[src/bef_map.svh]
`ifndef BEF_MAP_SVH
`define BEF_MAP_SVH

// ----------------------------------------------------------------
// Register byte offsets on the APB window
// ----------------------------------------------------------------
`define BEF_ADDR_W 12
`define BEF_CTRL_OFF 12'h000
`define BEF_COUNT_OFF 12'h004
`define BEF_STATUS_OFF 12'h008
`define BEF_INFO_OFF 12'h00C

// ----------------------------------------------------------------
// Field positions and reset values
// ----------------------------------------------------------------
`define BEF_CTRL_CODE_LSB 0
`define BEF_CTRL_MASK_LSB 8
`define BEF_CTRL_EN_BIT 16
`define BEF_CODE_RESET 8'h00
`define BEF_MASK_RESET 8'h00
`define BEF_STAT_OVF_BIT 0
`define BEF_STAT_CFG_BIT 1
`define BEF_COUNT_RESET 32'h0000_0000

// ----------------------------------------------------------------
// Event codes and qualifier bits
// ----------------------------------------------------------------
`define BEF_CODE_EXEC 8'h88
`define BEF_CODE_MISP 8'h89
`define BEF_UM_CONDITIONAL_QUALIFIER 8'h01
`define BEF_UM_JMP 8'h02
`define BEF_UM_IND 8'h04
`define BEF_UM_RET 8'h08
`define BEF_UM_DCALL 8'h10
`define BEF_UM_ICALL 8'h20
`define BEF_UM_NTAKEN 8'h40
`define BEF_UM_TAKEN 8'h80
`define BEF_UM_ALL 8'hFF
`define BEF_UM_TYPES 8'h3F
`define BEF_UM_DIRS 8'hC0

// ----------------------------------------------------------------
// Sizes
// ----------------------------------------------------------------
`define BEF_LANES 4
`define BEF_SUM_W 3
`define BEF_CNT_W 32

`endif

[src/bef_pkg.sv]
`include "bef_map.svh"

package bef_pkg;

  // ----------------------------------------------------------------
  // Branch report carried from the execution lanes
  // ----------------------------------------------------------------
  typedef enum logic [2:0] {
    BEF_KIND_CONDITIONAL_QUALIFIER = 3'h0,
    BEF_KIND_JMP = 3'h1,
    BEF_KIND_IND = 3'h2,
    BEF_KIND_RET = 3'h3,
    BEF_KIND_DCALL = 3'h4,
    BEF_KIND_ICALL = 3'h5
  } bef_kind_t;

  typedef struct packed {
    logic valid;
    bef_kind_t kind;
    logic taken;
    logic mispred;
  } bef_report_t;

  typedef bef_report_t [`BEF_LANES-1:0] bef_report_vec_t;

  // Filter selection as software programs it
  typedef struct packed {
    logic en;
    logic [7:0] umask;
    logic [7:0] code;
  } bef_ctrl_t;

  // Type qualifier bit that a branch kind answers to
  function automatic logic [7:0] bef_kind_bit(input bef_kind_t kind);
    logic [7:0] bit_sel;
    bit_sel = 8'h00;
    unique case (kind)
      BEF_KIND_CONDITIONAL_QUALIFIER: bit_sel = `BEF_UM_CONDITIONAL_QUALIFIER;
      BEF_KIND_JMP: bit_sel = `BEF_UM_JMP;
      BEF_KIND_IND: bit_sel = `BEF_UM_IND;
      BEF_KIND_RET: bit_sel = `BEF_UM_RET;
      BEF_KIND_DCALL: bit_sel = `BEF_UM_DCALL;
      BEF_KIND_ICALL: bit_sel = `BEF_UM_ICALL;
      default: bit_sel = 8'h00;
    endcase
    return bit_sel;
  endfunction : bef_kind_bit

  // Byte-lane merge of an APB write into a 32-bit word
  function automatic logic [31:0] bef_merge(input logic [31:0] old_word,
                                            input logic [31:0] new_word,
                                            input logic [3:0] strb);
    logic [31:0] res;
    res = old_word;
    for (int b = 0; b < 4; b++)
    begin
      if (strb[b])
      begin
        res[8*b +: 8] = new_word[8*b +: 8];
      end
    end
    return res;
  endfunction : bef_merge

endpackage : bef_pkg

[src/bef_lane_match.sv]
`timescale 1ns/1ns
`include "bef_map.svh"

module bef_lane_match (
  input bef_pkg::bef_report_t rpt,
  input bef_pkg::bef_ctrl_t ctrl,
  output logic hit
);
  import bef_pkg::*;

  logic [7:0] type_bit;
  logic code_ok;
  logic type_hit;
  logic dir_hit;
  logic all_sel;

  // Qualifier decode for one executed branch
  always_comb
  begin
    type_bit = bef_kind_bit(rpt.kind);
    code_ok = (ctrl.code == `BEF_CODE_EXEC) ||
              ((ctrl.code == `BEF_CODE_MISP) && rpt.mispred);
    type_hit = |(ctrl.umask & `BEF_UM_TYPES & type_bit);
    dir_hit = (rpt.taken && ctrl.umask[7]) ||
              (!rpt.taken && ctrl.umask[6] && (rpt.kind == BEF_KIND_CONDITIONAL_QUALIFIER));
    all_sel = (ctrl.umask == `BEF_UM_ALL);
    hit = ctrl.en && rpt.valid && code_ok && (all_sel || (type_hit && dir_hit));
  end

endmodule : bef_lane_match

[src/bef_filter.sv]
// Contract
// - Code 88H bit 01H picks executed conditional branches; needs 40H or 80H.
// - Code 88H bit 02H picks direct unconditional jumps; counts only with 80H.
// - Code 88H bit 04H picks indirect non-call non-return jumps; needs 80H.
// - Code 88H bit 08H picks near returns; counts only with 80H.
// - Code 88H bit 10H picks direct near calls; counts only with 80H.
// - Code 88H bit 20H picks indirect near calls; counts only with 80H.
// - Code 88H bit 40H qualifies not-taken branches, meaningful for conditionals only.
// - Code 88H bit 80H qualifies taken branches, combined with type bits.
// - Umask FFH counts every executed branch of the selected class.
// - Code 89H applies the same qualifiers to mispredicted branches only.
// - Code 89H type bits 04H..20H pick mispredicted kinds, needing 80H.
// - Code 89H bit 40H qualifies mispredicted not-taken conditionals.
// - Code 89H bit 80H qualifies mispredicted taken branches with type bits.
//
// Design decisions made here: register access over APB and the register addresses.
`timescale 1ns/1ns
`include "bef_map.svh"

module bef_filter (
  input wire logic pclk,
  input wire logic presetn,
  input wire logic [`BEF_ADDR_W-1:0] paddr,
  input wire logic psel,
  input wire logic penable,
  input wire logic pwrite,
  input wire logic [31:0] pwdata,
  input wire logic [3:0] pstrb,
  output logic pready,
  output logic [31:0] prdata,
  output logic pslverr,
  input wire bef_pkg::bef_report_vec_t branch_rpt,
  output logic [`BEF_CNT_W-1:0] event_count,
  output logic count_overflow
);
  import bef_pkg::*;

  // ----------------------------------------------------------------
  // Declarations
  // ----------------------------------------------------------------
  bef_ctrl_t ctrl_reg;
  bef_ctrl_t ctrl_next;
  logic [`BEF_CNT_W-1:0] count_reg;
  logic [`BEF_CNT_W:0] count_sum;
  logic ovf_reg;
  logic pready_reg;
  logic [31:0] prdata_reg;
  logic pslverr_reg;
  logic [`BEF_SUM_W-1:0] hit_sum_reg;
  logic [`BEF_SUM_W-1:0] hit_sum_next;
  logic [`BEF_LANES-1:0] lane_hit;
  logic setup_phase;
  logic access_done;
  logic addr_mapped;
  logic wr_ctrl;
  logic wr_count;
  logic wr_status;
  logic cfg_valid;
  logic [31:0] ctrl_word;
  logic [31:0] status_word;
  logic [31:0] read_word;
  logic [31:0] ctrl_merged;

  // ----------------------------------------------------------------
  // Per-lane qualifier match
  // ----------------------------------------------------------------

  // One matcher per reporting lane
  // same matcher for both codes
  for (genvar g = 0; g < `BEF_LANES; g++)
  begin : g_lane
    bef_lane_match u_match (
      .rpt(branch_rpt[g]),
      .ctrl(ctrl_reg),
      .hit(lane_hit[g])
    );
  end

  always_comb
  begin
    hit_sum_next = '0;
    for (int i = 0; i < `BEF_LANES; i++)
    begin
      hit_sum_next = hit_sum_next + {{(`BEF_SUM_W-1){1'b0}}, lane_hit[i]};
    end
  end

  // Hits staged one cycle to keep the adder off the lane decode path
  always_ff @(posedge pclk or negedge presetn)
  begin
    if (!presetn)
    begin
      hit_sum_reg <= '0;
    end
    else
    begin
      hit_sum_reg <= hit_sum_next;
    end
  end

  // ----------------------------------------------------------------
  // APB decode
  // ----------------------------------------------------------------

  // Phase and address decode
  assign setup_phase = psel && !penable;
  assign access_done = psel && penable && pready_reg;
  assign addr_mapped = (paddr == `BEF_CTRL_OFF) || (paddr == `BEF_COUNT_OFF) ||
                       (paddr == `BEF_STATUS_OFF) || (paddr == `BEF_INFO_OFF);
  assign wr_ctrl = access_done && pwrite && (paddr == `BEF_CTRL_OFF);
  assign wr_count = access_done && pwrite && (paddr == `BEF_COUNT_OFF);
  assign wr_status = access_done && pwrite && (paddr == `BEF_STATUS_OFF);

  // selection must hold a type and a direction, or be all-ones
  assign cfg_valid = ((ctrl_reg.code == `BEF_CODE_EXEC) ||
                      (ctrl_reg.code == `BEF_CODE_MISP)) &&
                     ((ctrl_reg.umask == `BEF_UM_ALL) ||
                      ((|(ctrl_reg.umask & `BEF_UM_TYPES)) &&
                       (|(ctrl_reg.umask & `BEF_UM_DIRS))));

  // Register images for readback
  always_comb
  begin
    ctrl_word = 32'h0000_0000;
    ctrl_word[`BEF_CTRL_CODE_LSB +: 8] = ctrl_reg.code;
    ctrl_word[`BEF_CTRL_MASK_LSB +: 8] = ctrl_reg.umask;
    ctrl_word[`BEF_CTRL_EN_BIT] = ctrl_reg.en;
    status_word = 32'h0000_0000;
    status_word[`BEF_STAT_OVF_BIT] = ovf_reg;
    status_word[`BEF_STAT_CFG_BIT] = cfg_valid;
    unique case (paddr)
      `BEF_CTRL_OFF: read_word = ctrl_word;
      `BEF_COUNT_OFF: read_word = count_reg;
      `BEF_STATUS_OFF: read_word = status_word;
      `BEF_INFO_OFF: read_word = 32'(`BEF_LANES);
      default: read_word = 32'h0000_0000;
    endcase
  end

  // Answer in the access phase straight after setup, no wait states
  always_ff @(posedge pclk or negedge presetn)
  begin
    if (!presetn)
    begin
      pready_reg <= 1'b0;
      prdata_reg <= 32'h0000_0000;
      pslverr_reg <= 1'b0;
    end
    else if (setup_phase)
    begin
      pready_reg <= 1'b1;
      prdata_reg <= pwrite ? 32'h0000_0000 : read_word;
      pslverr_reg <= !addr_mapped;
    end
    else if (access_done)
    begin
      pready_reg <= 1'b0;
      prdata_reg <= 32'h0000_0000;
      pslverr_reg <= 1'b0;
    end
  end

  // ----------------------------------------------------------------
  // Control register
  // ----------------------------------------------------------------

  // Byte-lane write of code, umask and enable
  always_comb
  begin
    ctrl_next = ctrl_reg;
    ctrl_merged = bef_merge(ctrl_word, pwdata, pstrb);
    if (wr_ctrl)
    begin
      ctrl_next.code = ctrl_merged[`BEF_CTRL_CODE_LSB +: 8];
      ctrl_next.umask = ctrl_merged[`BEF_CTRL_MASK_LSB +: 8];
      ctrl_next.en = ctrl_merged[`BEF_CTRL_EN_BIT];
    end
  end

  always_ff @(posedge pclk or negedge presetn)
  begin
    if (!presetn)
    begin
      ctrl_reg <= '{en: 1'b0, umask: `BEF_MASK_RESET, code: `BEF_CODE_RESET};
    end
    else
    begin
      ctrl_reg <= ctrl_next;
    end
  end

  // ----------------------------------------------------------------
  // Event counter and overflow flag
  // ----------------------------------------------------------------

  // add the whole cycle's hit count
  assign count_sum = {1'b0, count_reg} + {{(`BEF_CNT_W+1-`BEF_SUM_W){1'b0}}, hit_sum_reg};

  // Software write wins; the staged hits of that cycle are dropped
  always_ff @(posedge pclk or negedge presetn)
  begin
    if (!presetn)
    begin
      count_reg <= `BEF_COUNT_RESET;
    end
    else if (wr_count)
    begin
      count_reg <= bef_merge(count_reg, pwdata, pstrb);
    end
    else
    begin
      count_reg <= count_sum[`BEF_CNT_W-1:0];
    end
  end

  // Sticky wrap flag, write one to clear; a wrap in the same cycle wins
  always_ff @(posedge pclk or negedge presetn)
  begin
    if (!presetn)
    begin
      ovf_reg <= 1'b0;
    end
    else if (!wr_count && count_sum[`BEF_CNT_W])
    begin
      ovf_reg <= 1'b1;
    end
    else if (wr_status && pstrb[0] && pwdata[`BEF_STAT_OVF_BIT])
    begin
      ovf_reg <= 1'b0;
    end
  end

  // Outputs straight from flops
  assign pready = pready_reg;
  assign prdata = prdata_reg;
  assign pslverr = pslverr_reg;
  assign event_count = count_reg;
  assign count_overflow = ovf_reg;

  // Lane 0 shorthand for the checks below
  bef_report_t r0;
  assign r0 = branch_rpt[0];
endmodule : bef_filter

[config.mk]
export PLATFORM = sky130hd
export DESIGN_NAME = bef_filter
export DESIGN_NICKNAME = d
export VERILOG_FILES = /design/src/bef_pkg.sv /design/src/bef_lane_match.sv /design/src/bef_filter.sv
export VERILOG_INCLUDE_DIRS = /design/src
export SDC_FILE = /design/constraint.sdc
export NUM_CORES = 1
export LEC_CHECK = 0
export BUFFER_PORTS_ARGS = -buffer_cell sky130_fd_sc_hd__buf_4
export CAP_MARGIN = 20
export CELL_PAD_IN_SITES_DETAIL_PLACEMENT = 1
export CELL_PAD_IN_SITES_GLOBAL_PLACEMENT = 1
export CORE_MARGIN = 2
export CORE_UTILIZATION = 40
export CTS_BUF_LIST = sky130_fd_sc_hd__clkbuf_8
export DETAILED_ROUTE_END_ITERATION = 8
export GPL_ROUTABILITY_DRIVEN = 1
export GPL_TIMING_DRIVEN = 0
export PLACE_DENSITY_LB_ADDON = 0.1
export SLEW_MARGIN = 20
export SYNTH_ARGS = -nofsm -noshare
export SYNTH_HDL_FRONTEND = slang
export SYNTH_SLANG_ARGS = --single-unit
[constraint.sdc]
create_clock -name pclk -period 4.6 [get_ports pclk]
set_input_delay 0.46 -clock pclk [delete_from_list [all_inputs] [get_ports pclk]]
set_output_delay 0.46 -clock pclk [all_outputs]
set_load 0.02 [all_outputs]
Word-level counts from Yosys, hierarchy flattened
Index checks and enable logic that the tools add are counted.

Reduce and logical (&&, ||, !) cells: 84. Muxes and demuxes: 18. Eq/ne operators: 30. Bitwise logic cells: 4. Add/sub/neg operators: 4.

Operators with widths (count): $pmux W6 S6 (4); $mux W32 (4); $pmux W32 S4 (1); $logic_and A1 B1 Y1 (44); $add A32 B3 Y33 (1); $mux W8 (4); $reduce_or A8 Y1 (4); $and A6 B6 Y6 (4); $eq A12 B4 Y1 const B (2); $eq A3 B2 Y1 const B (8); $eq A3 B3 Y1 const B (8); $eq A8 B8 Y1 const B (3); $logic_or A1 B1 Y1 (17); $eq A12 B3 Y1 const B (1); $eq A3 B1 Y1 const B (4); $logic_not A12 Y1 (1); $logic_not A3 Y1 (4); $ne A2 B2 Y1 const B (4); $logic_not A1 Y1 (7); $reduce_and A2 Y1 (3); $reduce_or A6 Y1 (1); $mux W1 (5); $reduce_bool A2 Y1 (2); $add A2 B1 Y3 (1); other kinds (3) (3).

Register bits after elaboration: 87. Bits of input ports: 77. Output and inout port bits: 67.

Depth between registers and ports, before layout
Gate-level depths: netlist (run 1).

Word-level depth: 10. Gate-level depth with buffers: 10. Mapped depth without buffers: 9.

By module
From an unflattened synthesis (run 1), not the netlist that was laid out.

Cells, all modules: 491. Area total of the unflattened synthesis: 5011.1 sq um.

By module, submodules not included: bef_filter (cells each 431, instances 1, sequential area each 2177.1 sq um, area each 4510.6 sq um); bef_lane_match (cells each 15, instances 4, sequential area each 0.0 sq um, area each 125.1 sq um).

Worst setup path after synthesis (run 1)
Ideal clock, no wire load.

Path kind: register to register. From: reg ctrl_reg[5] (netlist name). To: reg hit_sum_reg[1]. Setup slack: 1.614 ns. Clock period less this slack: 2.986 ns. Path buffers: 0. Data arrival time: 2.860 ns. Stages on the path, launching flop included: 9. Path through: dfrtp_1 -> or4b_2 -> nor4b_1 -> nand2_1 -> or3_1 -> fa_1 -> inv_1 -> ha_1 -> ha_1.

Cells in the longest elaborated chain, start to end: 8.

RTL lines: from (decl) (RTL line bef_filter.sv:41) `bef_ctrl_t ctrl_reg;`; from (signal assigned) (RTL line bef_filter.sv:184) `` ctrl_reg <= '{en: 1'b0, umask: `BEF_MASK_RESET, code: `BEF_CODE_RESET}; ``; from (signal assigned) (RTL line bef_filter.sv:188) `ctrl_reg <= ctrl_next;`; $eq A8 B8 Y1 (no source line); $logic_and A1 B1 Y1 (RTL line bef_lane_match.sv:22) `` ((ctrl.code == `BEF_CODE_MISP) && rpt.mispred); ``; $logic_or A1 B1 Y1 (RTL line bef_lane_match.sv:21) `` code_ok = (ctrl.code == `BEF_CODE_EXEC) || ``; $logic_and A1 B1 Y1 (2 in series) (RTL line bef_lane_match.sv:27) `hit = ctrl.en && rpt.valid && code_ok && (all_sel || (type_hit && dir_hit));`; $add A1 B1 Y2 (RTL line bef_filter.sv:84) `` hit_sum_next = hit_sum_next + {{(`BEF_SUM_W-1){1'b0}}, lane_hit[i]}; ``; $add A2 B1 Y3 (RTL line bef_filter.sv:84); $add A3 B1 Y3 * (RTL line bef_filter.sv:84); net hit_sum_next[1] (RTL line bef_filter.sv:50) `` logic [`BEF_SUM_W-1:0] hit_sum_next; ``; to (signal assigned) (RTL line bef_filter.sv:97) `hit_sum_reg <= hit_sum_next;`; to (decl) (RTL line bef_filter.sv:49) `` logic [`BEF_SUM_W-1:0] hit_sum_reg; ``.

The timed path passes the listed nets; every way through them passes the cells marked *. A chain may end at the register's enable or synchronous reset.

Final worst setup path (run 1)
Same ends and word-level chain as after synthesis.

==> results of run 1 <==
-- worst max path at each step --
stage                           start        endpoint  slack [ns]
after floorplan           ctrl_reg[5]  hit_sum_reg[1]        1.61
after global placement    ctrl_reg[5]  hit_sum_reg[1]        1.25
after detailed placement  ctrl_reg[5]  hit_sum_reg[1]        1.17
after CTS                 ctrl_reg[5]  hit_sum_reg[1]        1.15
after global routing      ctrl_reg[5]  hit_sum_reg[1]        0.98
final                     ctrl_reg[5]  hit_sum_reg[1]        1.13
-- final cells by class --
class | count | area share
plain buffers | 26 | 0.0173
clock buffers | 9 | 0.0201
clock inverters | 7 | 0.0132
inverters | 18 | 0.0110
multi-input cells | 361 | 0.385
flip-flops and latches | 87 | 0.353
well taps | 143 | 0.0290
repair buffers | 140 | 0.171
-- through the flow --
stage | utilization | area (sq um) | power [mW] | hold WS (ns) | std cells
finish | 0.537 | 6160 | 1.46 | 0.140 | 791
global route | 0.537 | 6160 | 1.51 | 0.195 | 791
CTS | 0.537 | 6160 | 1.47 | 0.276 | 791
detailed placement | 0.519 | 5950 | 0.895 | 0.461 | 775
global placement | 0.519 | 5950 | 0.891 | 0.456 | 775
floorplan | - | 4720 | 0.808 | 0.164 | 492
-- cells in the final DEF (no fill, tap or decap), types with 3 or more instances in the layout --
| master | n |
|---|---|
| and3_1 | 3 |
| a31oi_1 | 3 |
| clkbuf_8 | 9 |
| or2_2 | 6 |
| nand2b_1 | 4 |
| mux2i_1 | 9 |
| or4_1 | 5 |
| inv_1 | 21 |
| buf_4 | 139 |
| ha_1 | 5 |
| and4_1 | 3 |
| o311ai_0 | 3 |
| o2111ai_1 | 3 |
| nor2_1 | 32 |
| o32ai_1 | 3 |
| a21oi_1 | 18 |
| o211ai_1 | 6 |
| clkbuf_1 | 18 |
| a22o_1 | 18 |
| or3_1 | 4 |
| nor2b_1 | 5 |
| nand2_1 | 63 |
| o21ai_0 | 27 |
| dfrtp_1 | 87 |
| nor4_1 | 7 |
| nand3b_1 | 4 |
| nand3_1 | 19 |
| o221a_2 | 5 |
| nor3_1 | 13 |
| buf_2 | 6 |
| a22oi_1 | 18 |
| mux2_2 | 25 |
| o22ai_1 | 9 |
| nand4_1 | 11 |
-- where the power goes --
part           total (mW)  internal (mW)  switching, mW
logic               0.111         0.0530         0.0580
registers           0.768          0.766        0.00200
clock network       0.577          0.299          0.279
-- Yosys cell counts, drive strengths merged, types with 3 or more instances --
cell type,n,area share
dfrtp,87,0.46
nand2,63,0.050
nor2,32,0.025
o21ai,28,0.030
mux2,25,0.060
clkbuf,19,0.015
nand3,19,0.020
a21oi,18,0.019
a22o,18,0.033
a22oi,18,0.029
inv,18,0.014
nand4,13,0.022
nor3,13,0.014
mux2i,9,0.019
o22ai,9,0.012
buf,7,0.0072
nor4,7,0.0093
o211ai,7,0.012
or4,7,0.012
or2,6,0.0079
ha,5,0.013
nor2b,5,0.0066
o221a,5,0.012
and4,4,0.0077
nand2b,4,0.0053
nand3b,4,0.0064
o311ai,4,0.0090
or3,4,0.0053
a31oi,3,0.0040
and2,3,0.0040
and3,3,0.0040
o2111ai,3,0.0056
o32ai,3,0.0056
-- layer usage --
layer,vias up,share of wire
met5,-,0
met4,0,0.022
met3,26,0.051
met2,130,0.49
met1,2311,0.44
li1,2130,-
-- cells by family after synthesis --
kind of cell / count (synthesis) / share of synthesized area
xor+xnor: 1 / 0.00185
simple gates: 192 / 0.209
compound gates: 127 / 0.191
flops: 87 / 0.461
fa+ha+maj: 7 / 0.0217
mux: 34 / 0.0787
buf+inv: 44 / 0.0368
==> results.yml, run 1 <==
timing:
  hold_violations: 0
  maxSlewViolCount: 0
  finClkSkew_ns: 0.00740
  layout_min_cycle_time_ns: 3.47
  timing.setup.tns_ns: 0
  min_period_over_period: 0.754
  slew_headroom: 0.427
  worstMarginPinSlew_ns: 0.858
  finalWorstSetupSlack_ns: 1.13
  setup_violations: 0
  grt_setup_unrepaired: "false"
  clock.fmax_ghz: 0.288
job:
  maxCapViolCount: 0
cts:
  cts_tree: "done"
  hold_buffers: 0
  clk_pin_slew_ns: 0.08
  clkLatencyLatePin_ns: 0.38
  postCtsSetupBuffers: 0
  cts_buffers: 9
  cts_max_path_buffers: 2
  cts_sinks: 87
  cts_resized: 0
  cts_htree_levels: 3
  cts_root_buffer: "clkbuf_8"
global_routing:
  grt_use_met1: 0.334
  use_met2: 0.432
  grt_pass1_wl_mm: 25.5
  met3_usage: 0.0427
  grt_usage: 0.257
  gr-max-usage-layer: "met2"
  grt_overflow: 0
  grt_start_max_net_pins: 88
  grt_antenna_before_repair: 0
  grt_pass1_vias: 4840
floorplan:
  die_y_um: 113
  io_pins: 144
  die_x_um: 113
  placementRows: 39
  dieArea_sq_mm: 0.0127
  coreArea_sq_mm: 0.0115
  start_util: 0.412
drt:
  vias: 4597
  drc: 0
  drtIter0Drc: 265
  firstDrtPassIters: 4
  postRouteWirelength_mm: 16.0
  post_drt_wl_per_cell_um: 20.2
  ant_nets: 0
  vias_per_cell: 5.81
final_layout:
  seq_area_sq_mm: 0.00218
  n_antenna_cell: 0
  drive_gt1_frac: 0.316
  area_delta_synth_final_pct: 30.5
  final_nets: 727
  nFillCells: 1360
  multi_input_area_sq_mm: 0.00237
critical_path:
  critPathSlowestCell: "or4b_2"
  r2r.worst_path.cells: 8
  path_cells: "or4b_2 -> nor4b_1 -> nand2_1 -> or3_1 -> fa_1 -> inv_1 -> ha_1 -> ha_1"
  critPathMaxFanout: 4
  reg2reg_slack_ns: 1.13
  slowest_delay_ns: 0.69
  critPathTopFamily: "simple AND/OR/NAND/NOR gates"
  worstPathBufferInverterCount: 1
  worstPathRequired_ns: 4.86
  cp.depth: 8
  critPathLaunchType: "register"
  cpMostUsedCell: "ha_1"
  cp.arrival_ns: 3.73
  r2r-start: "ctrl_reg[5]"
  path_class: "reg -> reg"
  timing.rr.end: "hit_sum_reg[1]"
  end_kind: "register"
synth:
  yosysSeqAreaShare: 0.461
  synth_warnings: 0
  synth_enable_flop_cells: 0
  syn-cell-area_sq_mm: 0.00472
  synthArstFlopShare: 1.00
  synthCells: 492
  syn_nets: 576
  synth_cell_types: 58
  synth_area_per_cell_sq_um: 9.60
  ys.flop_type: "dfrtp_1"
  ys_seq_elements: 87
power_and_ir_drop:
  power_leakage_nw: 2.87
  ir_drop_uv: 189
  pwr_density_cell_mw_per_mm2: 236
placed_design:
  dpl.hpwl_mm: 11.9
  place.gp.congestion: 0.852
  io_buffers: 140
  dp_slack_ns: 1.17
worst_hold_path:
  min_path_type: "in -> async"
status:
  status: "finished clean"
(Power assumes the default switching activity.)
==> run 2, diff against run 1 <==
==> constraint.sdc (replaced) <==
create_clock -name pclk -period 3.3 [get_ports pclk]
set_input_delay 0.33 -clock pclk [delete_from_list [all_inputs] [get_ports pclk]]
set_output_delay 0.33 -clock pclk [all_outputs]
set_load 0.02 [all_outputs]
==> results.yml, run 2 (synthesis results as in run 1) <==
critical_path:
  cpMostUsedCell: "ha_1"
  worstPathBufferInverterCount: 1
  critPathMaxFanout: 4
  path_class: "reg -> reg"
  end_kind: "register"
  cp.arrival_ns: 3.29
  slowest_delay_ns: 0.57
  path_cells: "or4b_4 -> nor4b_4 -> nand2_2 -> or3_1 -> fa_1 -> inv_1 -> ha_1 -> ha_1"
  critPathSlowestCell: "or4b_4"
  worstPathRequired_ns: 3.56
  critPathTopFamily: "simple AND/OR/NAND/NOR gates"
  critPathLaunchType: "register"
power_and_ir_drop:
  p_clk_frac: 0.396
  intPower_mw: 1.56
  combPwrFrac: 0.076
  power_leakage_nw: 2.88
  pwr_density_cell_mw_per_mm2: 328
  seqPwrFrac: 0.527
  power.switching_mw: 0.472
  ir_drop_uv: 263
  power.share.switching: 0.233
final_layout:
  layout_common_cells: "140 x buf_4, 87 x dfrtp_1, 62 x nand2_1"
  drive_gt1_frac: 0.320
  n_antenna_cell: 0
  instances_no_fill: 792
  seq_area_sq_mm: 0.00218
  nFillCells: 1363
  final_common_cell: "buf_4"
  final_nets: 728
  area_delta_synth_final_pct: 31.1
  multi_input_area_sq_mm: 0.00239
placed_design:
  io_buffers: 140
  place_inst: 775
  dpl.hpwl_mm: 11.9
  place.gp.congestion: 0.852
cts:
  cts_sinks: 87
  cts_max_path_buffers: 2
  cts_tree: "done"
  cts_buffers: 9
  cts_htree_levels: 3
  clkLatencyLatePin_ns: 0.38
  hold_buffers: 0
  clk_pin_slew_ns: 0.08
  cts_root_buffer: "clkbuf_8"
global_routing:
  grt_pass1_vias: 4845
  grt_antenna_before_repair: 0
  grt_overflow: 0
  grt_usage: 0.257
  grt_pass1_wl_mm: 25.5
  grt_start_max_net_pins: 88
drt:
  vias_per_cell: 5.82
  drc: 0
  vias: 4612
  post_drt_wl_per_cell_um: 20.1
  postRouteWirelength_mm: 15.9
  ant_nets: 0
  drtIter0Drc: 248
  firstDrtPassIters: 4
timing:
  worstMarginPinSlew_ns: 0.834
  grt_setup_unrepaired: "false"
  hold_violations: 0
  layout_min_cycle_time_ns: 3.03
  finClkSkew_ns: 0.00667
  setup_violations: 0
  maxSlewViolCount: 0
  min_period_over_period: 0.917
  clock.fmax_ghz: 0.330
  slew_headroom: 0.443
  timing.setup.tns_ns: 0
floorplan:
  die_x_um: 113
  placementRows: 39
  coreArea_sq_mm: 0.0115
  die_y_um: 113
  start_util: 0.412
  io_pins: 144
  dieArea_sq_mm: 0.0127
worst_hold_path:
  min_path_type: "in -> async"
status:
  status: "finished clean"
job:
  maxCapViolCount: 0
-- run 2: changes by cell type in the layout (fill, tap and decap cells not counted) --
| cell | previous run | this run |
|---|---|---|
| buf_4 | 139 | 140 |
| nor4b_4 | 0 | 1 |
| or4b_4 | 0 | 1 |
| nand2_1 | 63 | 62 |
| or4b_2 | 1 | 0 |
| nand2_2 | 0 | 1 |
| nor4b_1 | 2 | 1 |
-- run 2: final timing paths --
| kind | start | endpoint | slack, ns | cells after the start |
|---|---|---|---|---|
| setup / recovery | ctrl_reg[5] | hit_sum_reg[1] | 0.27 | 8 |
| hold / removal | presetn | prdata[28] | 0.01 | 1 |
| setup reg to reg | ctrl_reg[5] | hit_sum_reg[1] | 0.27 | 8 |
| hold reg to reg | prdata[3] | prdata[3] | 0.48 | 2 |
| max in group asynchronous | presetn | prdata[11] | 2.75 | 1 |
| min in group pclk | pwdata[29] | event_count[29] | 0.16 | 3 |
-- run 2: metal layers --
layer	vias to the layer above	part of all wire	GRT usage	wire length [um]
li1	2135	-	-	-
met2	124	0.49	0.432	7840
met3	22	0.055	0.0437	879
met4	0	0.019	0.0992	310
met1	2331	0.43	0.333	6880
met5	-	0	0	0
-- run 2: repair_timing --
item	4_1_cts	5_1_grt
endpoints found under the setup margin	2	2
gates resized for setup	1	3
buffers inserted	0	1
pin swaps	0	1
-- run 2: stage by stage --
| step | util | hold slack [ns] | worst slack, ns | total power [mW] | instance area, sq um |
|---|---|---|---|---|---|
| 2_1_floorplan | - | 0.0344 | 0.314 | 1.13 | 4720 |
| 3_3_place_gp | 0.519 | 0.456 | -0.0462 | 1.24 | 5950 |
| 3_5_place_dp | 0.519 | 0.461 | -0.129 | 1.25 | 5950 |
| 4_1_cts | 0.538 | 0.146 | 0.0492 | 2.05 | 6160 |
| 5_1_grt | 0.540 | 0.0648 | 0.123 | 2.11 | 6190 |
| 6_report | 0.540 | 0.0121 | 0.274 | 2.03 | 6190 |
-- run 2: cell type report --
type,count,area share
repair buffers,141,0.172
plain buffers,26,0.0172
flip-flops and latches,87,0.352
inverters,18,0.0109
clock buffers,9,0.0200
well taps,143,0.0289
clock inverters,7,0.0131
multi-input cells,361,0.387
-- run 2: power groups by stage --
stage          clock network, mW  registers, mW  logic, mW
2_1_floorplan                  0           1.10     0.0313
3_3_place_gp                   0           1.09      0.151
3_5_place_dp                   0           1.09      0.156
4_1_cts                    0.826           1.07      0.156
5_1_grt                    0.870           1.07      0.169
6_report                   0.805           1.07      0.155
==> run 3, diff against run 2 <==
--- a/config.mk
+++ b/config.mk
@@ -10,6 +10,7 @@
 export CAP_MARGIN = 20
 export CELL_PAD_IN_SITES_DETAIL_PLACEMENT = 1
 export CELL_PAD_IN_SITES_GLOBAL_PLACEMENT = 1
+export CORE_ASPECT_RATIO = 1.75
 export CORE_MARGIN = 2
 export CORE_UTILIZATION = 40
 export CTS_BUF_LIST = sky130_fd_sc_hd__clkbuf_8
@@ -17,6 +18,7 @@
 export GPL_ROUTABILITY_DRIVEN = 1
 export GPL_TIMING_DRIVEN = 0
 export PLACE_DENSITY_LB_ADDON = 0.1
+export SETUP_SLACK_MARGIN = 0.3
 export SLEW_MARGIN = 20
 export SYNTH_ARGS = -nofsm -noshare
 export SYNTH_HDL_FRONTEND = slang
==> constraint.sdc (replaced) <==
create_clock -name pclk -period 3.3 [get_ports pclk]
set_input_delay 0.33 -clock pclk [delete_from_list [all_inputs] [get_ports pclk]]
set_output_delay 0.33 -clock pclk [all_outputs]
set_load 0.1 [all_outputs]
==> results.yml, run 3 (synthesis results as in run 1) <==
status:
  status: "finished clean"
cts:
  clkLatencyLatePin_ns: 0.37
  cts_tree: "done"
  clk_pin_slew_ns: 0.09
  cts_sinks: 87
  cts_root_buffer: "clkbuf_8"
  cts_buffers: 9
  cts_max_path_buffers: 2
  cts_htree_levels: 3
  hold_buffers: 0
drt:
  ant_nets: 0
  drc: 0
  post_drt_wl_per_cell_um: 20.9
  vias: 4694
  firstDrtPassIters: 4
  drtIter0Drc: 186
  vias_per_cell: 5.96
  postRouteWirelength_mm: 16.5
worst_hold_path:
  min_path_type: "in -> async"
final_layout:
  n_antenna_cell: 0
  final_cell_area_sq_mm: 0.00624
  fin_util: 0.542
  area_delta_synth_final_pct: 32.1
  layout_common_cells: "144 x buf_4, 85 x dfrtp_1, 62 x nand2_1"
  final_nets: 732
  nFillCells: 1364
  final_common_cell: "buf_4"
  drive_gt1_frac: 0.345
floorplan:
  start_util: 0.410
  io_pins: 144
  die_y_um: 148
  placementRows: 52
  coreArea_sq_mm: 0.0115
  die_x_um: 86.1
  dieArea_sq_mm: 0.0127
timing:
  finClkSkew_ns: 0.0127
  layout_min_cycle_time_ns: 2.90
  clock.fmax_ghz: 0.344
  setup_violations: 0
  min_period_over_period: 0.880
  worstMarginPinSlew_ns: 0.827
  hold_violations: 0
  slew_headroom: 0.448
  grt_setup_unrepaired: "false"
  maxSlewViolCount: 0
  hold_slack_ns: 0.0149
power_and_ir_drop:
  ir_drop_uv: 227
  power_leakage_nw: 2.91
  pwr_density_cell_mw_per_mm2: 323
critical_path:
  cpMostUsedCell: "ha_1"
  path_cells: "or4b_4 -> nor4b_4 -> nand2_2 -> or3_4 -> fa_1 -> inv_1 -> ha_1 -> ha_1"
  critPathLaunchType: "register"
  end_kind: "register"
  slowest_delay_ns: 0.57
  cp.arrival_ns: 3.16
  critPathMaxFanout: 4
  critPathSlowestCell: "or4b_4"
  worstPathRequired_ns: 3.56
  path_class: "reg -> reg"
placed_design:
  place_area_sq_mm: 0.00595
  io_buffers: 140
  dpl.hpwl_mm: 12.8
  place.gp.congestion: 0.822
global_routing:
  grt_start_max_net_pins: 88
  grt_usage: 0.267
  grt_antenna_before_repair: 0
  grt_pass1_vias: 5246
  grt_overflow: 0
  grt_pass1_wl_mm: 26.4
job:
  maxCapViolCount: 0
-- run 3: critical path: cells and delay by family (launching register included) --
| family | cells | cell delay, ns |
|---|---|---|
| and+or+nand+nor | 4 | 1.42 |
| adders and majority gates | 3 | 0.94 |
| DFF | 1 | 0.40 |
| buffers and inverters | 1 | 0.04 |
-- run 3: per-layer routing --
metal	global-route usage	up-vias	wire, um
met5	0	-	0
met4	0.135	0	606
met3	0.0558	35	896
met2	0.476	159	9020
met1	0.293	2355	5980
li1	-	2145	-
-- run 3: final timing paths --
| kind | startpoint | endpoint | slack (ns) | cells after the start |
|---|---|---|---|---|
| max | ctrl_reg[5] | hit_sum_reg[1] | 0.40 | 8 |
| min in group pclk | pwdata[20] | event_count[20] | 0.17 | 3 |
| min | presetn | prdata[30] | 0.01 | 1 |
| min reg2reg | prdata[13] | prdata[13] | 0.47 | 2 |
| max reg2reg | ctrl_reg[5] | hit_sum_reg[1] | 0.40 | 8 |
| max in group asynchronous | presetn | event_count[0] | 2.70 | 1 |
-- run 3: timing repair --
action,CTS,global route
setup buffers,3,2
resized for setup,7,12
pin swaps,4,6
endpoints found under the setup margin,4,8
-- run 3: stage by stage --
stage	power, mW	cells	setup slack, ns	setup TNS [ns]
6_report	2.02	788	0.396	0
5_1_grt	2.09	788	0.286	0
2_1_floorplan	1.14	492	0.314	0
3_3_place_gp	1.26	767	-0.100	-0.101
3_5_place_dp	1.27	767	-0.171	-0.262
4_1_cts	2.04	786	0.303	0
-- run 3: power by group --
| part | switching (mW) | internal, mW | total, mW |
|---|---|---|---|
| Sequential | 0.00321 | 1.07 | 1.07 |
| Combinational | 0.0979 | 0.0740 | 0.172 |
| Clock | 0.407 | 0.368 | 0.775 |
| Total | 0.508 | 1.51 | 2.02 |
-- run 3: area by class of cell --
cell class                      count  area, sq um  share of cell area
Sequential cell                    87         2180               0.349
Multi-Input combinational cell    361         2420               0.388
Clock buffer                       10          138              0.0221
Buffer                             26          113              0.0180
Tap cell                          135          169              0.0271
Inverter                           18         67.6              0.0108
Clock inverter                      6         61.3             0.00982
Timing Repair Buffer              145         1090               0.175
